$ cat src/inc/pad_map.vh
// Address map, field layout and reset constants of the peripheral address decoder
// How it works
// - Port routing at 0000-0009, 000C-000D, 001C-001F
// - Port routing also at 0032-0033, 0240-027F
// - Memory mapping unit at 000A-000B, 0010-0017
// - Debug 0020-002F, clock/reset 0034-003F
// - Capture timer at 0040-006F
// - Serial units and SPI eight bytes each
// - Flash ctl, interrupt unit, CAN windows
// - Analog converter and regulator windows
// - PWM and periodic timer forty-byte windows
// - Reserved register writes change nothing
// - Reserved register reads return zero
// - Range 0C00-0FFF data undefined, unchecked
// - Unimplemented access raises illegal-address reset
// - Global 100000 up to DATA_FLASH_TOP is data flash
// - Program flash in 16K pages
// - RAM in 4K pages
// - Data flash in 1K pages
// - Part ID read-only at 001A, 001B
// - Part ID field layout 4/6/2/4 bits
// - Version word at global 4000E8
`ifndef PAD_MAP_VH
`define PAD_MAP_VH

// Widths of the bus
`define PAD_AW 23
`define PAD_DW 8
`define PAD_OW 11
`define PAD_NMOD 15

// Module select bit positions
`define PAD_M_PORT 0
`define PAD_M_MMU 1
`define PAD_M_DBG 2
`define PAD_M_CRU 3
`define PAD_M_CTM 4
`define PAD_M_SL0 5
`define PAD_M_SL1 6
`define PAD_M_SPP 7
`define PAD_M_FLC 8
`define PAD_M_INT 9
`define PAD_M_CAN 10
`define PAD_M_ADC 11
`define PAD_M_VRG 12
`define PAD_M_PWM 13
`define PAD_M_PIT 14

// Register space window bounds
`define PAD_PORT_A_LO 23'h000000
`define PAD_PORT_A_HI 23'h000009
`define PAD_MMU_A_LO 23'h00000A
`define PAD_MMU_A_HI 23'h00000B
`define PAD_PORT_B_LO 23'h00000C
`define PAD_PORT_B_HI 23'h00000D
`define PAD_MMU_B_LO 23'h000010
`define PAD_MMU_B_HI 23'h000017
`define PAD_PART_ID_HIGH 23'h00001A
`define PAD_PART_ID_LOW 23'h00001B
`define PAD_PORT_C_LO 23'h00001C
`define PAD_PORT_C_HI 23'h00001F
`define PAD_DBG_LO 23'h000020
`define PAD_DBG_HI 23'h00002F
`define PAD_PORT_D_LO 23'h000032
`define PAD_PORT_D_HI 23'h000033
`define PAD_CRU_LO 23'h000034
`define PAD_CRU_HI 23'h00003F
`define PAD_CTM_LO 23'h000040
`define PAD_CTM_HI 23'h00006F
`define PAD_SL0_LO 23'h0000C8
`define PAD_SL0_HI 23'h0000CF
`define PAD_SL1_LO 23'h0000D0
`define PAD_SL1_HI 23'h0000D7
`define PAD_SPP_LO 23'h0000D8
`define PAD_SPP_HI 23'h0000DF
`define PAD_FLC_LO 23'h000100
`define PAD_FLC_HI 23'h000113
`define PAD_INT_LO 23'h000120
`define PAD_INT_HI 23'h00012F
`define PAD_CAN_LO 23'h000140
`define PAD_CAN_HI 23'h00017F
`define PAD_PORT_E_LO 23'h000240
`define PAD_PORT_E_HI 23'h00027F
`define PAD_ADC_LO 23'h0002C0
`define PAD_ADC_HI 23'h0002EF
`define PAD_VRG_LO 23'h0002F0
`define PAD_VRG_HI 23'h0002F7
`define PAD_PWM_LO 23'h000300
`define PAD_PWM_HI 23'h000327
`define PAD_PIT_LO 23'h000340
`define PAD_PIT_HI 23'h000367
`define PAD_REGS_HI 23'h0007FF
`define PAD_UNDEF_LO 23'h000C00
`define PAD_UNDEF_HI 23'h000FFF

// Global memory windows
`define PAD_RAM_HI 23'h0FFFFF
`define PAD_DF_LO 23'h100000
`define PAD_DF_WIN_HI 23'h13FFFF
`define PAD_PF_HI 23'h7FFFFF
`define PAD_VER_HI 23'h4000E8
`define PAD_VER_LO 23'h4000E9

// Page shifts: 16K, 4K and 1K pages
`define PAD_PF_SHIFT 14
`define PAD_RAM_SHIFT 12
`define PAD_DF_SHIFT 10

// Memory select bit positions
`define PAD_S_PF 0
`define PAD_S_RAM 1
`define PAD_S_DF 2

// Reset values
`define PAD_SEL_RST 15'h0000
`define PAD_MEM_RST 3'h0
`define PAD_DAT_RST 8'h00
`define PAD_PAGE_RST 9'h000
`define PAD_OFF_RST 14'h0000
`define PAD_ADDR_RST 11'h000

`endif

$ cat src/logic/pad_decoder.v
// Peripheral and global memory address decoder with part identification
`timescale 1ns/100ps
`default_nettype none
`include "pad_map.vh"

module pad_decoder #(
	// Part identification fields (values arbitrary)
	parameter [3:0] ID_MAJOR_FAMILY = 4'h5,
	parameter [5:0] ID_MINOR_FAMILY = 6'h0A,
	parameter [1:0] ID_MAJOR_MASK = 2'h1,
	parameter [3:0] ID_MINOR_MASK = 4'h3,
	// Version word of the information row (value arbitrary)
	parameter [15:0] VERSION_WORD = 16'h0000,
	// Derivative memory parameters, largest part by default
	parameter [22:0] FLASH_LOW = 23'h7C0000,
	parameter [22:0] RAM_LOW = 23'h0FD000,
	parameter [22:0] DATA_FLASH_TOP = 23'h101FFF
) (
	// Clock and reset
	input wire core_clk,
	input wire rst,
	// Access port from the bus masters
	input wire [`PAD_AW-1:0] bus_addr,
	input wire [`PAD_DW-1:0] bus_wdata,
	input wire bus_wr,
	input wire bus_rd,
	output wire [`PAD_DW-1:0] bus_rdata,
	// Forwarded register access to peripheral modules
	output wire [`PAD_NMOD-1:0] mod_sel,
	output wire mod_wr,
	output wire mod_rd,
	output wire [`PAD_OW-1:0] mod_addr,
	output wire [`PAD_DW-1:0] mod_wdata,
	// Forwarded memory access
	output wire [2:0] mem_sel,
	output wire [8:0] mem_page,
	output wire [13:0] mem_off,
	// Illegal address reset request
	output wire illegal_rst
);

	// Inclusive range check on a global address
	function in_rng;
		input [`PAD_AW-1:0] a;
		input [`PAD_AW-1:0] lo;
		input [`PAD_AW-1:0] hi;
		begin
			in_rng = (a >= lo) && (a <= hi);
		end
	endfunction

	// Assembled part identification word
	wire [15:0] part_id;
	// Any access this cycle
	wire acc;
	// Combinational module hits
	reg [`PAD_NMOD-1:0] hit;
	// Combinational memory hits
	reg [2:0] mhit;
	// Location answered by the decoder itself
	reg own_hit;
	// Reserved register or undefined range
	reg rsv_hit;
	// Offsets into the memory arrays
	wire [`PAD_AW-1:0] pf_diff;
	wire [`PAD_AW-1:0] ram_diff;
	wire [`PAD_AW-1:0] df_diff;
	// Next values of the flops
	reg [8:0] page_next;
	reg [13:0] off_next;
	reg [`PAD_DW-1:0] rdata_next;
	// Output flops
	reg [`PAD_NMOD-1:0] sel_reg;
	reg wr_reg;
	reg rd_reg;
	reg [`PAD_OW-1:0] addr_reg;
	reg [`PAD_DW-1:0] wdata_reg;
	reg [2:0] msel_reg;
	reg [8:0] page_reg;
	reg [13:0] off_reg;
	reg [`PAD_DW-1:0] rdata_reg;
	reg illegal_reg;

	// Fixed part identification layout
	assign part_id = {ID_MAJOR_FAMILY, ID_MINOR_FAMILY,
		ID_MAJOR_MASK, ID_MINOR_MASK};

	// One strobe at a time from the master
	assign acc = bus_wr | bus_rd;

	// Distances from each array base
	assign pf_diff = bus_addr - FLASH_LOW;
	assign ram_diff = bus_addr - RAM_LOW;
	assign df_diff = bus_addr - `PAD_DF_LO;

	// Register space decode; windows are disjoint so one bit at most
	always @* begin
		hit = `PAD_SEL_RST;
		hit[`PAD_M_PORT] = in_rng(bus_addr, `PAD_PORT_A_LO, `PAD_PORT_A_HI)
			| in_rng(bus_addr, `PAD_PORT_B_LO, `PAD_PORT_B_HI)
			| in_rng(bus_addr, `PAD_PORT_C_LO, `PAD_PORT_C_HI);
		hit[`PAD_M_PORT] = hit[`PAD_M_PORT]
			| in_rng(bus_addr, `PAD_PORT_D_LO, `PAD_PORT_D_HI)
			| in_rng(bus_addr, `PAD_PORT_E_LO, `PAD_PORT_E_HI);
		hit[`PAD_M_MMU] = in_rng(bus_addr, `PAD_MMU_A_LO, `PAD_MMU_A_HI)
			| in_rng(bus_addr, `PAD_MMU_B_LO, `PAD_MMU_B_HI);
		hit[`PAD_M_DBG] = in_rng(bus_addr, `PAD_DBG_LO, `PAD_DBG_HI);
		hit[`PAD_M_CRU] = in_rng(bus_addr, `PAD_CRU_LO, `PAD_CRU_HI);
		hit[`PAD_M_CTM] = in_rng(bus_addr, `PAD_CTM_LO, `PAD_CTM_HI);
		hit[`PAD_M_SL0] = in_rng(bus_addr, `PAD_SL0_LO, `PAD_SL0_HI);
		hit[`PAD_M_SL1] = in_rng(bus_addr, `PAD_SL1_LO, `PAD_SL1_HI);
		hit[`PAD_M_SPP] = in_rng(bus_addr, `PAD_SPP_LO, `PAD_SPP_HI);
		hit[`PAD_M_FLC] = in_rng(bus_addr, `PAD_FLC_LO, `PAD_FLC_HI);
		hit[`PAD_M_INT] = in_rng(bus_addr, `PAD_INT_LO, `PAD_INT_HI);
		hit[`PAD_M_CAN] = in_rng(bus_addr, `PAD_CAN_LO, `PAD_CAN_HI);
		hit[`PAD_M_ADC] = in_rng(bus_addr, `PAD_ADC_LO, `PAD_ADC_HI);
		hit[`PAD_M_VRG] = in_rng(bus_addr, `PAD_VRG_LO, `PAD_VRG_HI);
		hit[`PAD_M_PWM] = in_rng(bus_addr, `PAD_PWM_LO, `PAD_PWM_HI);
		hit[`PAD_M_PIT] = in_rng(bus_addr, `PAD_PIT_LO, `PAD_PIT_HI);
	end

	// Memory window decode and page split
	always @* begin
		mhit = `PAD_MEM_RST;
		page_next = `PAD_PAGE_RST;
		off_next = `PAD_OFF_RST;
		// Data flash: only the implemented part of its window
		if (in_rng(bus_addr, `PAD_DF_LO, DATA_FLASH_TOP)) begin
			mhit[`PAD_S_DF] = 1'b1;
			page_next = {1'b0, df_diff[`PAD_DF_SHIFT+7:`PAD_DF_SHIFT]};
			off_next = {4'h0, df_diff[`PAD_DF_SHIFT-1:0]};
		end
		// RAM from its base up to the top of the low megabyte
		else if (in_rng(bus_addr, RAM_LOW, `PAD_RAM_HI)) begin
			mhit[`PAD_S_RAM] = 1'b1;
			page_next = {1'b0, ram_diff[`PAD_RAM_SHIFT+7:`PAD_RAM_SHIFT]};
			off_next = {2'h0, ram_diff[`PAD_RAM_SHIFT-1:0]};
		end
		// Program flash from its base to the top of the map
		else if (in_rng(bus_addr, FLASH_LOW, `PAD_PF_HI)) begin
			mhit[`PAD_S_PF] = 1'b1;
			page_next = pf_diff[`PAD_PF_SHIFT+8:`PAD_PF_SHIFT];
			off_next = pf_diff[`PAD_PF_SHIFT-1:0];
		end
		// No memory hit
		else begin
			mhit = `PAD_MEM_RST;
		end
	end

	// Locations the decoder answers or silently absorbs
	always @* begin
		own_hit = in_rng(bus_addr, `PAD_PART_ID_HIGH, `PAD_PART_ID_LOW)
			| in_rng(bus_addr, `PAD_VER_HI, `PAD_VER_LO);
		// Reserved register space: low 2K minus anything implemented
		rsv_hit = (bus_addr <= `PAD_REGS_HI) && !(|hit) && !own_hit;
		// Undefined range counts as known, not as unimplemented
		rsv_hit = rsv_hit
			| in_rng(bus_addr, `PAD_UNDEF_LO, `PAD_UNDEF_HI);
	end

	// Read data of the decoder's own locations
	always @* begin
		case (bus_addr)
			// Part identification, writes have no path here
			`PAD_PART_ID_HIGH: begin
				rdata_next = part_id[15:8];
			end
			`PAD_PART_ID_LOW: begin
				rdata_next = part_id[7:0];
			end
			// Information row version word, high byte first
			`PAD_VER_HI: begin
				rdata_next = VERSION_WORD[15:8];
			end
			`PAD_VER_LO: begin
				rdata_next = VERSION_WORD[7:0];
			end
			// Reserved and routed locations read zero here
			default: begin
				rdata_next = `PAD_DAT_RST;
			end
		endcase
	end

	// Output registers; selects only ever for an actual access
	always @(posedge core_clk or posedge rst) begin
		if (rst) begin
			sel_reg <= `PAD_SEL_RST;
			wr_reg <= 1'b0;
			rd_reg <= 1'b0;
			addr_reg <= `PAD_ADDR_RST;
			wdata_reg <= `PAD_DAT_RST;
			msel_reg <= `PAD_MEM_RST;
			page_reg <= `PAD_PAGE_RST;
			off_reg <= `PAD_OFF_RST;
			rdata_reg <= `PAD_DAT_RST;
			illegal_reg <= 1'b0;
		end else begin
			// Reserved hits leave every select low
			sel_reg <= acc ? hit : `PAD_SEL_RST;
			msel_reg <= acc ? mhit : `PAD_MEM_RST;
			// Strobes forwarded only with a select beside them
			wr_reg <= bus_wr & ((|hit) | (|mhit));
			rd_reg <= bus_rd & ((|hit) | (|mhit));
			// Address and data follow every access
			if (acc) begin
				addr_reg <= bus_addr[`PAD_OW-1:0];
				wdata_reg <= bus_wdata;
				page_reg <= page_next;
				off_reg <= off_next;
			end
			// Read data valid only in the cycle after the read
			rdata_reg <= bus_rd ? rdata_next : `PAD_DAT_RST;
			// Nothing owns the address: one-cycle reset request
			illegal_reg <= acc && !(|hit) && !(|mhit)
				&& !own_hit && !rsv_hit;
		end
	end

	// Outputs straight from flops
	assign bus_rdata = rdata_reg;
	assign mod_sel = sel_reg;
	assign mod_wr = wr_reg;
	assign mod_rd = rd_reg;
	assign mod_addr = addr_reg;
	assign mod_wdata = wdata_reg;
	assign mem_sel = msel_reg;
	assign mem_page = page_reg;
	assign mem_off = off_reg;
	assign illegal_rst = illegal_reg;

endmodule

`default_nettype wire

$ cat config.mk
export PLATFORM = sky130hd
export DESIGN_NAME = pad_decoder
export DESIGN_NICKNAME = d
export VERILOG_FILES = /design/src/logic/pad_decoder.v
export VERILOG_INCLUDE_DIRS = /design/src /design/src/inc
export SDC_FILE = /design/constraint.sdc
export NUM_CORES = 1
export LEC_CHECK = 0
export BUFFER_PORTS_ARGS = -buffer_cell sky130_fd_sc_hd__buf_2
export CAP_MARGIN = 20
export CORE_ASPECT_RATIO = 1.4
export CORE_MARGIN = 2
export CORE_UTILIZATION = 58
export CTS_CLUSTER_SIZE = 24
export DETAILED_ROUTE_END_ITERATION = 16
export PLACE_DENSITY_LB_ADDON = 0.3
export SYNTH_ARGS = -nofsm -noshare
export SYNTH_HDL_FRONTEND = slang
export SYNTH_SLANG_ARGS = --single-unit
$ cat constraint.sdc
create_clock -name core_clk -period 3.1 [get_ports core_clk]
set_input_delay 0.155 -clock core_clk [delete_from_list [all_inputs] [get_ports core_clk]]
set_output_delay 0.155 -clock core_clk [all_outputs]
set_load 0.03 [all_outputs]
==> metrics.txt, run 1 <==
H-tree levels 3; DRT Wirelength 13,800 um; Crit path buffers/inverters 2; port bufs 102; Worst-path clk slew 0.09 ns; Tcrit/Tclk final 0.777; slack of the critical path 0.691 ns; unrepaired setup endpoints after global routing no; Final Setup Violations 0; top cells by count, synth nand2_1, dfrtp_1, nor2_1; Slowest-stage cell, CP a2111oi_1; clock sink count 66; row count 37; Post-synth EDFFs 0; P_leak 0.00239 uW; final non-filler cell total 699; ys flop type dfrtp_1; Post-synth ARST share 1.00; io pins 106; critical path class in2reg; Syn Std Cell Area 4260 um^2; metal2 WL 6950 um; Data required, critical path 3.37 ns; Slew Limit Headroom 0.397; most frequent CP cell and4_1; fin. max-slew vios 0; area of the multi-input gates 2360 um^2; P&R area growth vs syn 18.2%; Top Metal Used met4; CP startpoint bus_addr[12]; Clock Latency Late Sink 0.33 ns; via/cell ratio 6.48; postcts setup bufs 0; Yosys warning count 0; CP peak stage delay 0.40 ns; final hold vios 0; Max rail drop VDD 307 uV; Post-CTS Resized 0; FF-to-FF path depth 1; Place WS 0.452 ns; area leader, netlist dfrtp_1; Routed wire per std cell 19.7 um; top cells by area, synth dfrtp_1, nand2_1, nor2_1, nand3_1, clkbuf_1; P per Cell Area 414 nW/um^2; Hold Crit Class in2async; # DRC 0; worst setup path endpoint illegal_rst; fmax 0.415 GHz; Hold Buf Count CTS 1; Synth Area per Inst 8.30 um^2; TritonRoute pass-1 iters 5; Synth top area share 0.388; global-route wire length before repair 22,000 um; CTS buffer count 9; Total GRT Usage 0.341; FILL cells 604; status finished clean; largest net degree at the start of global routing 49; WL met1 5160 um; clock buffer depth 2; most used standard cell by instance count after synthesis nand2_1; crit-path cells buf_2 > inv_1 > ha_1 > and3b_1 > and2_0 > and4_1 > mux2_2 > a2111oi_1 > nor4b_4 > and4_1; Worst EP arrival 2.68 ns; Critical Path Fanout Max 10; layout cells sized above 1 0.256; delay-heaviest family, CP simple AND/OR/NAND/NOR gates; drt initial violations 401; Slew @ Worst Pin 0.903 ns; type of origin of the critical path input pin; crit path time final 2.41 ns; via count 4,533; RD Place Congestion 0.983; vias in the first global route 4,301; Yosys reg bits 66; Detail Route met3 WL 1190 um; DP Wirelength 10,100 um; clock skew 0 ns; Die Wd 76.4 um; # diodes 0; synth unique cells 73; max_cap viols 0; chip height 105 um; Initial Utilization 0.590; grt total ovfl 0; initial antenna violation count 0; DIE AREA 8050 um^2; CTS tree built; worst r2r src mem_page[7]; core area 7220 um^2; ANT nets after route 0; synthesized instance count 513; Critical R2R Capture mem_page[7]; final net count 638; number of stages on the worst setup path 10; CTS Root Cell clkbuf_8; CP Capture Type flop; register area 1650 um^2; placed cell count 682; reg2reg setup slack 2.29 ns; Setup TNS Final 0 ns; Seq/Total Area, Yosys 0.388
[worst min-delay path by stage]
stage | startpoint | end | slack (ns)
floorplan | bus_wdata[1] | mod_wdata[1] | 0.27
global placement | bus_wdata[7] | mod_wdata[7] | 0.35
detailed placement | bus_wdata[1] | mod_wdata[1] | 0.36
CTS | bus_wdata[6] | mod_wdata[6] | 0.0004
global route | bus_wdata[5] | mod_wdata[5] | 0.007
finish | rst | mem_off[4] | 0.001
[kinds of logic (layout without fill, tap and decap cells)]
| family | count (synthesis) | count (layout) | share of synthesized area |
|---|---|---|---|
| AO/OA/AOI/OAI | 95 | 95 | 0.164 |
| XOR/XNOR | 9 | 9 | 0.0185 |
| adder cells (fa/ha/maj) | 6 | 6 | 0.0176 |
| buffers and inverters | 58 | 145 | 0.0623 |
| flip-flops | 66 | 66 | 0.388 |
| multiplexers | 1 | 1 | 0.00264 |
| other | 1 | 3 | 0.000881 |
| AND/OR/NAND/NOR | 277 | 277 | 0.346 |
[power breakdown]
part	total (uW)	internal (uW)	switching [uW]
Combinational	362	96.8	266
Clock	819	460	359
Sequential	904	889	14.9
Total	2090	1450	639
[flip-flops by register name, indices dropped and copies added (netlist names)]
name and cells:
bus_rdata 3, illegal_rst 1, mem_off 14, mem_page 9, mem_sel 3, mod_addr 11
mod_rd 1, mod_sel 15, mod_wdata 8, mod_wr 1
[layer usage]
metal / track usage / up-vias
met4: 0.173 / 0
met5: 0 / -
li1: - / 2028
met2: 0.575 / 286
met3: 0.0634 / 51
met1: 0.416 / 2168
[layout by cell type, fill, tap and decap left out, types with 15 or more instances in the layout]
master   netlist  final
buf_2          5    102
nor4_1        18     18
a21oi_1       18     18
o21ai_0       15     15
nor3_1        18     18
dfrtp_1       66     66
buf_4          5     17
nand3_1       26     26
nand2_1       92     92
nor2_1        35     34
[stage by stage]
stage | total power [uW] | hold slack, ns | cell area [um^2] | util
after floorplan | 1160 | 0.268 | 4270 | -
after global placement | 1270 | 0.351 | 4800 | 0.665
after detailed placement | 1270 | 0.365 | 4800 | 0.665
final | 2090 | 0.00129 | 5030 | 0.697
after global routing | 2170 | 0.00655 | 5030 | 0.697
after CTS | 2090 | 0.000365 | 5030 | 0.697
[final cells by class]
type                    count  share of cell area
multi-input cells         391               0.468
flip-flops and latches     66               0.328
repair buffers            120               0.129
clock buffers               9              0.0246
well taps                  97              0.0241
clock inverters             7              0.0199
inverters                   9             0.00671
Note: power is estimated with default switching activity, not from simulation.
==> run 2: changes to the inputs <==
--- a/config.mk
+++ b/config.mk
@@ -10,7 +10,7 @@
 export CAP_MARGIN = 20
 export CORE_ASPECT_RATIO = 1.4
 export CORE_MARGIN = 2
-export CORE_UTILIZATION = 58
+export CORE_UTILIZATION = 54
 export CTS_CLUSTER_SIZE = 24
 export DETAILED_ROUTE_END_ITERATION = 16
 export PLACE_DENSITY_LB_ADDON = 0.3
==> constraint.sdc (replaced) <==
create_clock -name core_clk -period 2.3 [get_ports core_clk]
set_input_delay 0.115 -clock core_clk [delete_from_list [all_inputs] [get_ports core_clk]]
set_output_delay 0.115 -clock core_clk [all_outputs]
set_load 0.03 [all_outputs]
==> run 2 against run 1 <==
Utilization up 5.6 points; critical path depth down 2; cell area up 15%; worst setup slack worse by 0.60 ns; sequential cell count unchanged; sequential share of layout area down 4.3 points; non-clock buffer count up 98; register-to-register slack worse by 0.81 ns; total power up 36%; clock power up 25%; combinational power up 63%; highest routed layer unchanged.
==> metrics.txt, run 2 (synthesized netlist as in run 1, its figures left out) <==
metal2 WL 8450 um (+22%); grt total ovfl 0 (unchanged); Die Wd 79.0 um (+3.4%); final net count 736 (+15%); clock skew 0 ns (unchanged); Worst Hold Path EP mod_rd; core area 7700 um^2 (+6.7%); # DRC 0 (unchanged); P per Cell Area 487 nW/um^2 (+18%); io pins 106 (unchanged); largest net degree at the start of global routing 49 (unchanged); Routed wire per std cell 20.5 um (+4.1%); finished layout cell area 5800 um^2 (+15%); clock sink count 66 (unchanged); Detail Route met3 WL 1110 um (-6.8%); via/cell ratio 6.31 (-2.8%); CP Capture Type flop; CTS tree built; FF-to-FF path depth 1 (unchanged); P_leak 0.00286 uW (+19%); Total GRT Usage 0.382 (+0.0409); global-route wire length before repair 24,900 um (+14%); slack of the critical path 0.0878 ns (-0.603 ns); # diodes 0 (unchanged); Top Metal Used met4; DRT Wirelength 16,400 um (+19%); via count 5,045 (+11%); port bufs 102 (unchanged); FILL cells 569 (-5.8%); Slew Limit Headroom 0.541 (+0.144); clock buffer depth 2 (unchanged); DIE AREA 8620 um^2 (+7.1%); Tcrit/Tclk final 0.962; chip height 109 um (+3.5%); WL met1 5790 um (+12%); fin. max-slew vios 0 (unchanged); Initial Utilization 0.553 (-0.0368); Slew @ Worst Pin 0.687 ns (-0.216 ns); H-tree levels 3 (unchanged); Data required, critical path 2.57 ns (-0.80 ns); ANT nets after route 0 (unchanged); commonest non-fill, non-tap cell in the layout buf_4; Place WS -0.229 ns (-0.680 ns); Hold Crit Class in2reg; vias in the first global route 4,702 (+9.3%); Critical R2R Capture mem_page[7]; Clock Latency Late Sink 0.34 ns (about the same); Power, Total 2830 uW (+36%); RD Place Congestion 1.01 (+2.7%); critical path class in2reg; DP Wirelength 12,500 um (+24%); reg2reg setup slack 1.48 ns (-0.81 ns); initial antenna violation count 0 (unchanged); Critical Path Fanout Max 9 (-1); Hold Path Depth 3; CTS Root Cell clkbuf_8; max reg flops 15 (unchanged); crit path time final 2.21 ns; unrepaired setup endpoints after global routing no; P&R area growth vs syn 36.3%; Worst-path clk slew 0.07 ns (-0.02 ns); CTS buffer count 9 (unchanged); Worst EP arrival 2.49 ns (-0.19 ns); max_cap viols 0 (unchanged); layout cells sized above 1 0.353 (+0.0970); placed cell area 5500 um^2 (+15%); fmax 0.452 GHz; TritonRoute pass-1 iters 5 (unchanged); commonest non-fill, non-tap cells in the layout buf_4, buf_2, nand2_1; drt initial violations 519 (+29%); Max rail drop VDD 528 uV (+72%); type of origin of the critical path input pin; status finished clean; worst r2r src mem_page[7]; final hold vios 0 (unchanged); HP Start bus_rd; row count 38 (+2.7%); Final Setup Violations 0 (unchanged)
[run 2: cell count changes in the layout (fill, tap and decap cells not counted), sizes merged]
cell         delta
inv             -1
bufinv          -1
clkinvlp        +1
clkbuf          +1
buf            +90
dlygate4sd3     +8
[run 2: worst max-delay path by stage]
stage / startpoint / slack (ns) / depth (start not counted) / endpoint
global placement: bus_addr[16] / -0.21 / 9 / illegal_rst
CTS: bus_addr[16] / 0.13 / 9 / illegal_rst
global route: bus_addr[8] / 0.05 / 8 / illegal_rst
finish: bus_addr[10] / 0.09 / 8 / illegal_rst
detailed placement: bus_addr[15] / -0.23 / 10 / mod_wr
floorplan: bus_addr[22] / -0.12 / 10 / illegal_rst
[run 2: report_power, final]
group	switching (uW)	internal, uW	total (uW)
sequential	22.0	1200	1220
combinational	390	201	591
clock	485	532	1020
[run 2: area by class of cell]
cell class | instances | area [um^2] | area share
timing repair buffer | 218 | 1420 | 0.244
sequential | 66 | 1650 | 0.285
multi-input combinational | 391 | 2370 | 0.409
clock buffer | 10 | 138 | 0.0237
clock inverter | 6 | 65.1 | 0.0112
tap | 100 | 125 | 0.0216
inverter | 9 | 33.8 | 0.00582
[run 2: per-stage QoR]
step	setup TNS [ns]	instances	util	hold WS [ns]
2_1_floorplan	-0.258	515	-	0.228
3_3_place_gp	-0.557	775	0.714	0.234
3_5_place_dp	-0.835	775	0.714	0.250
4_1_cts	0	800	0.752	0.0640
5_1_grt	0	800	0.753	0.0869
6_report	0	800	0.753	0.0826
[run 2: per-layer routing]
metal	vias up	GRT usage
met4	0	0.222
met1	2396	0.412
met5	-	0
li1	2231	-
met3	82	0.0613
met2	336	0.697
[run 2: what timing repair did]
item | in CTS | in global routing
setup endpoints to repair | 0 | 3
resized for setup | 0 | 2
endpoints found under the hold margin | 41 | 0
setup buffers | 0 | 0
hold buffers | 9 | 0
[run 2: worst max-delay path: stages]
cell and delay [ns]:
buf_2 0.17, nor4bb_1 0.43, o311ai_0 0.22, and3_1 0.21, o21ai_0 0.46, o2111ai_1 0.28
nor4b_4 0.37, and4_1 0.23
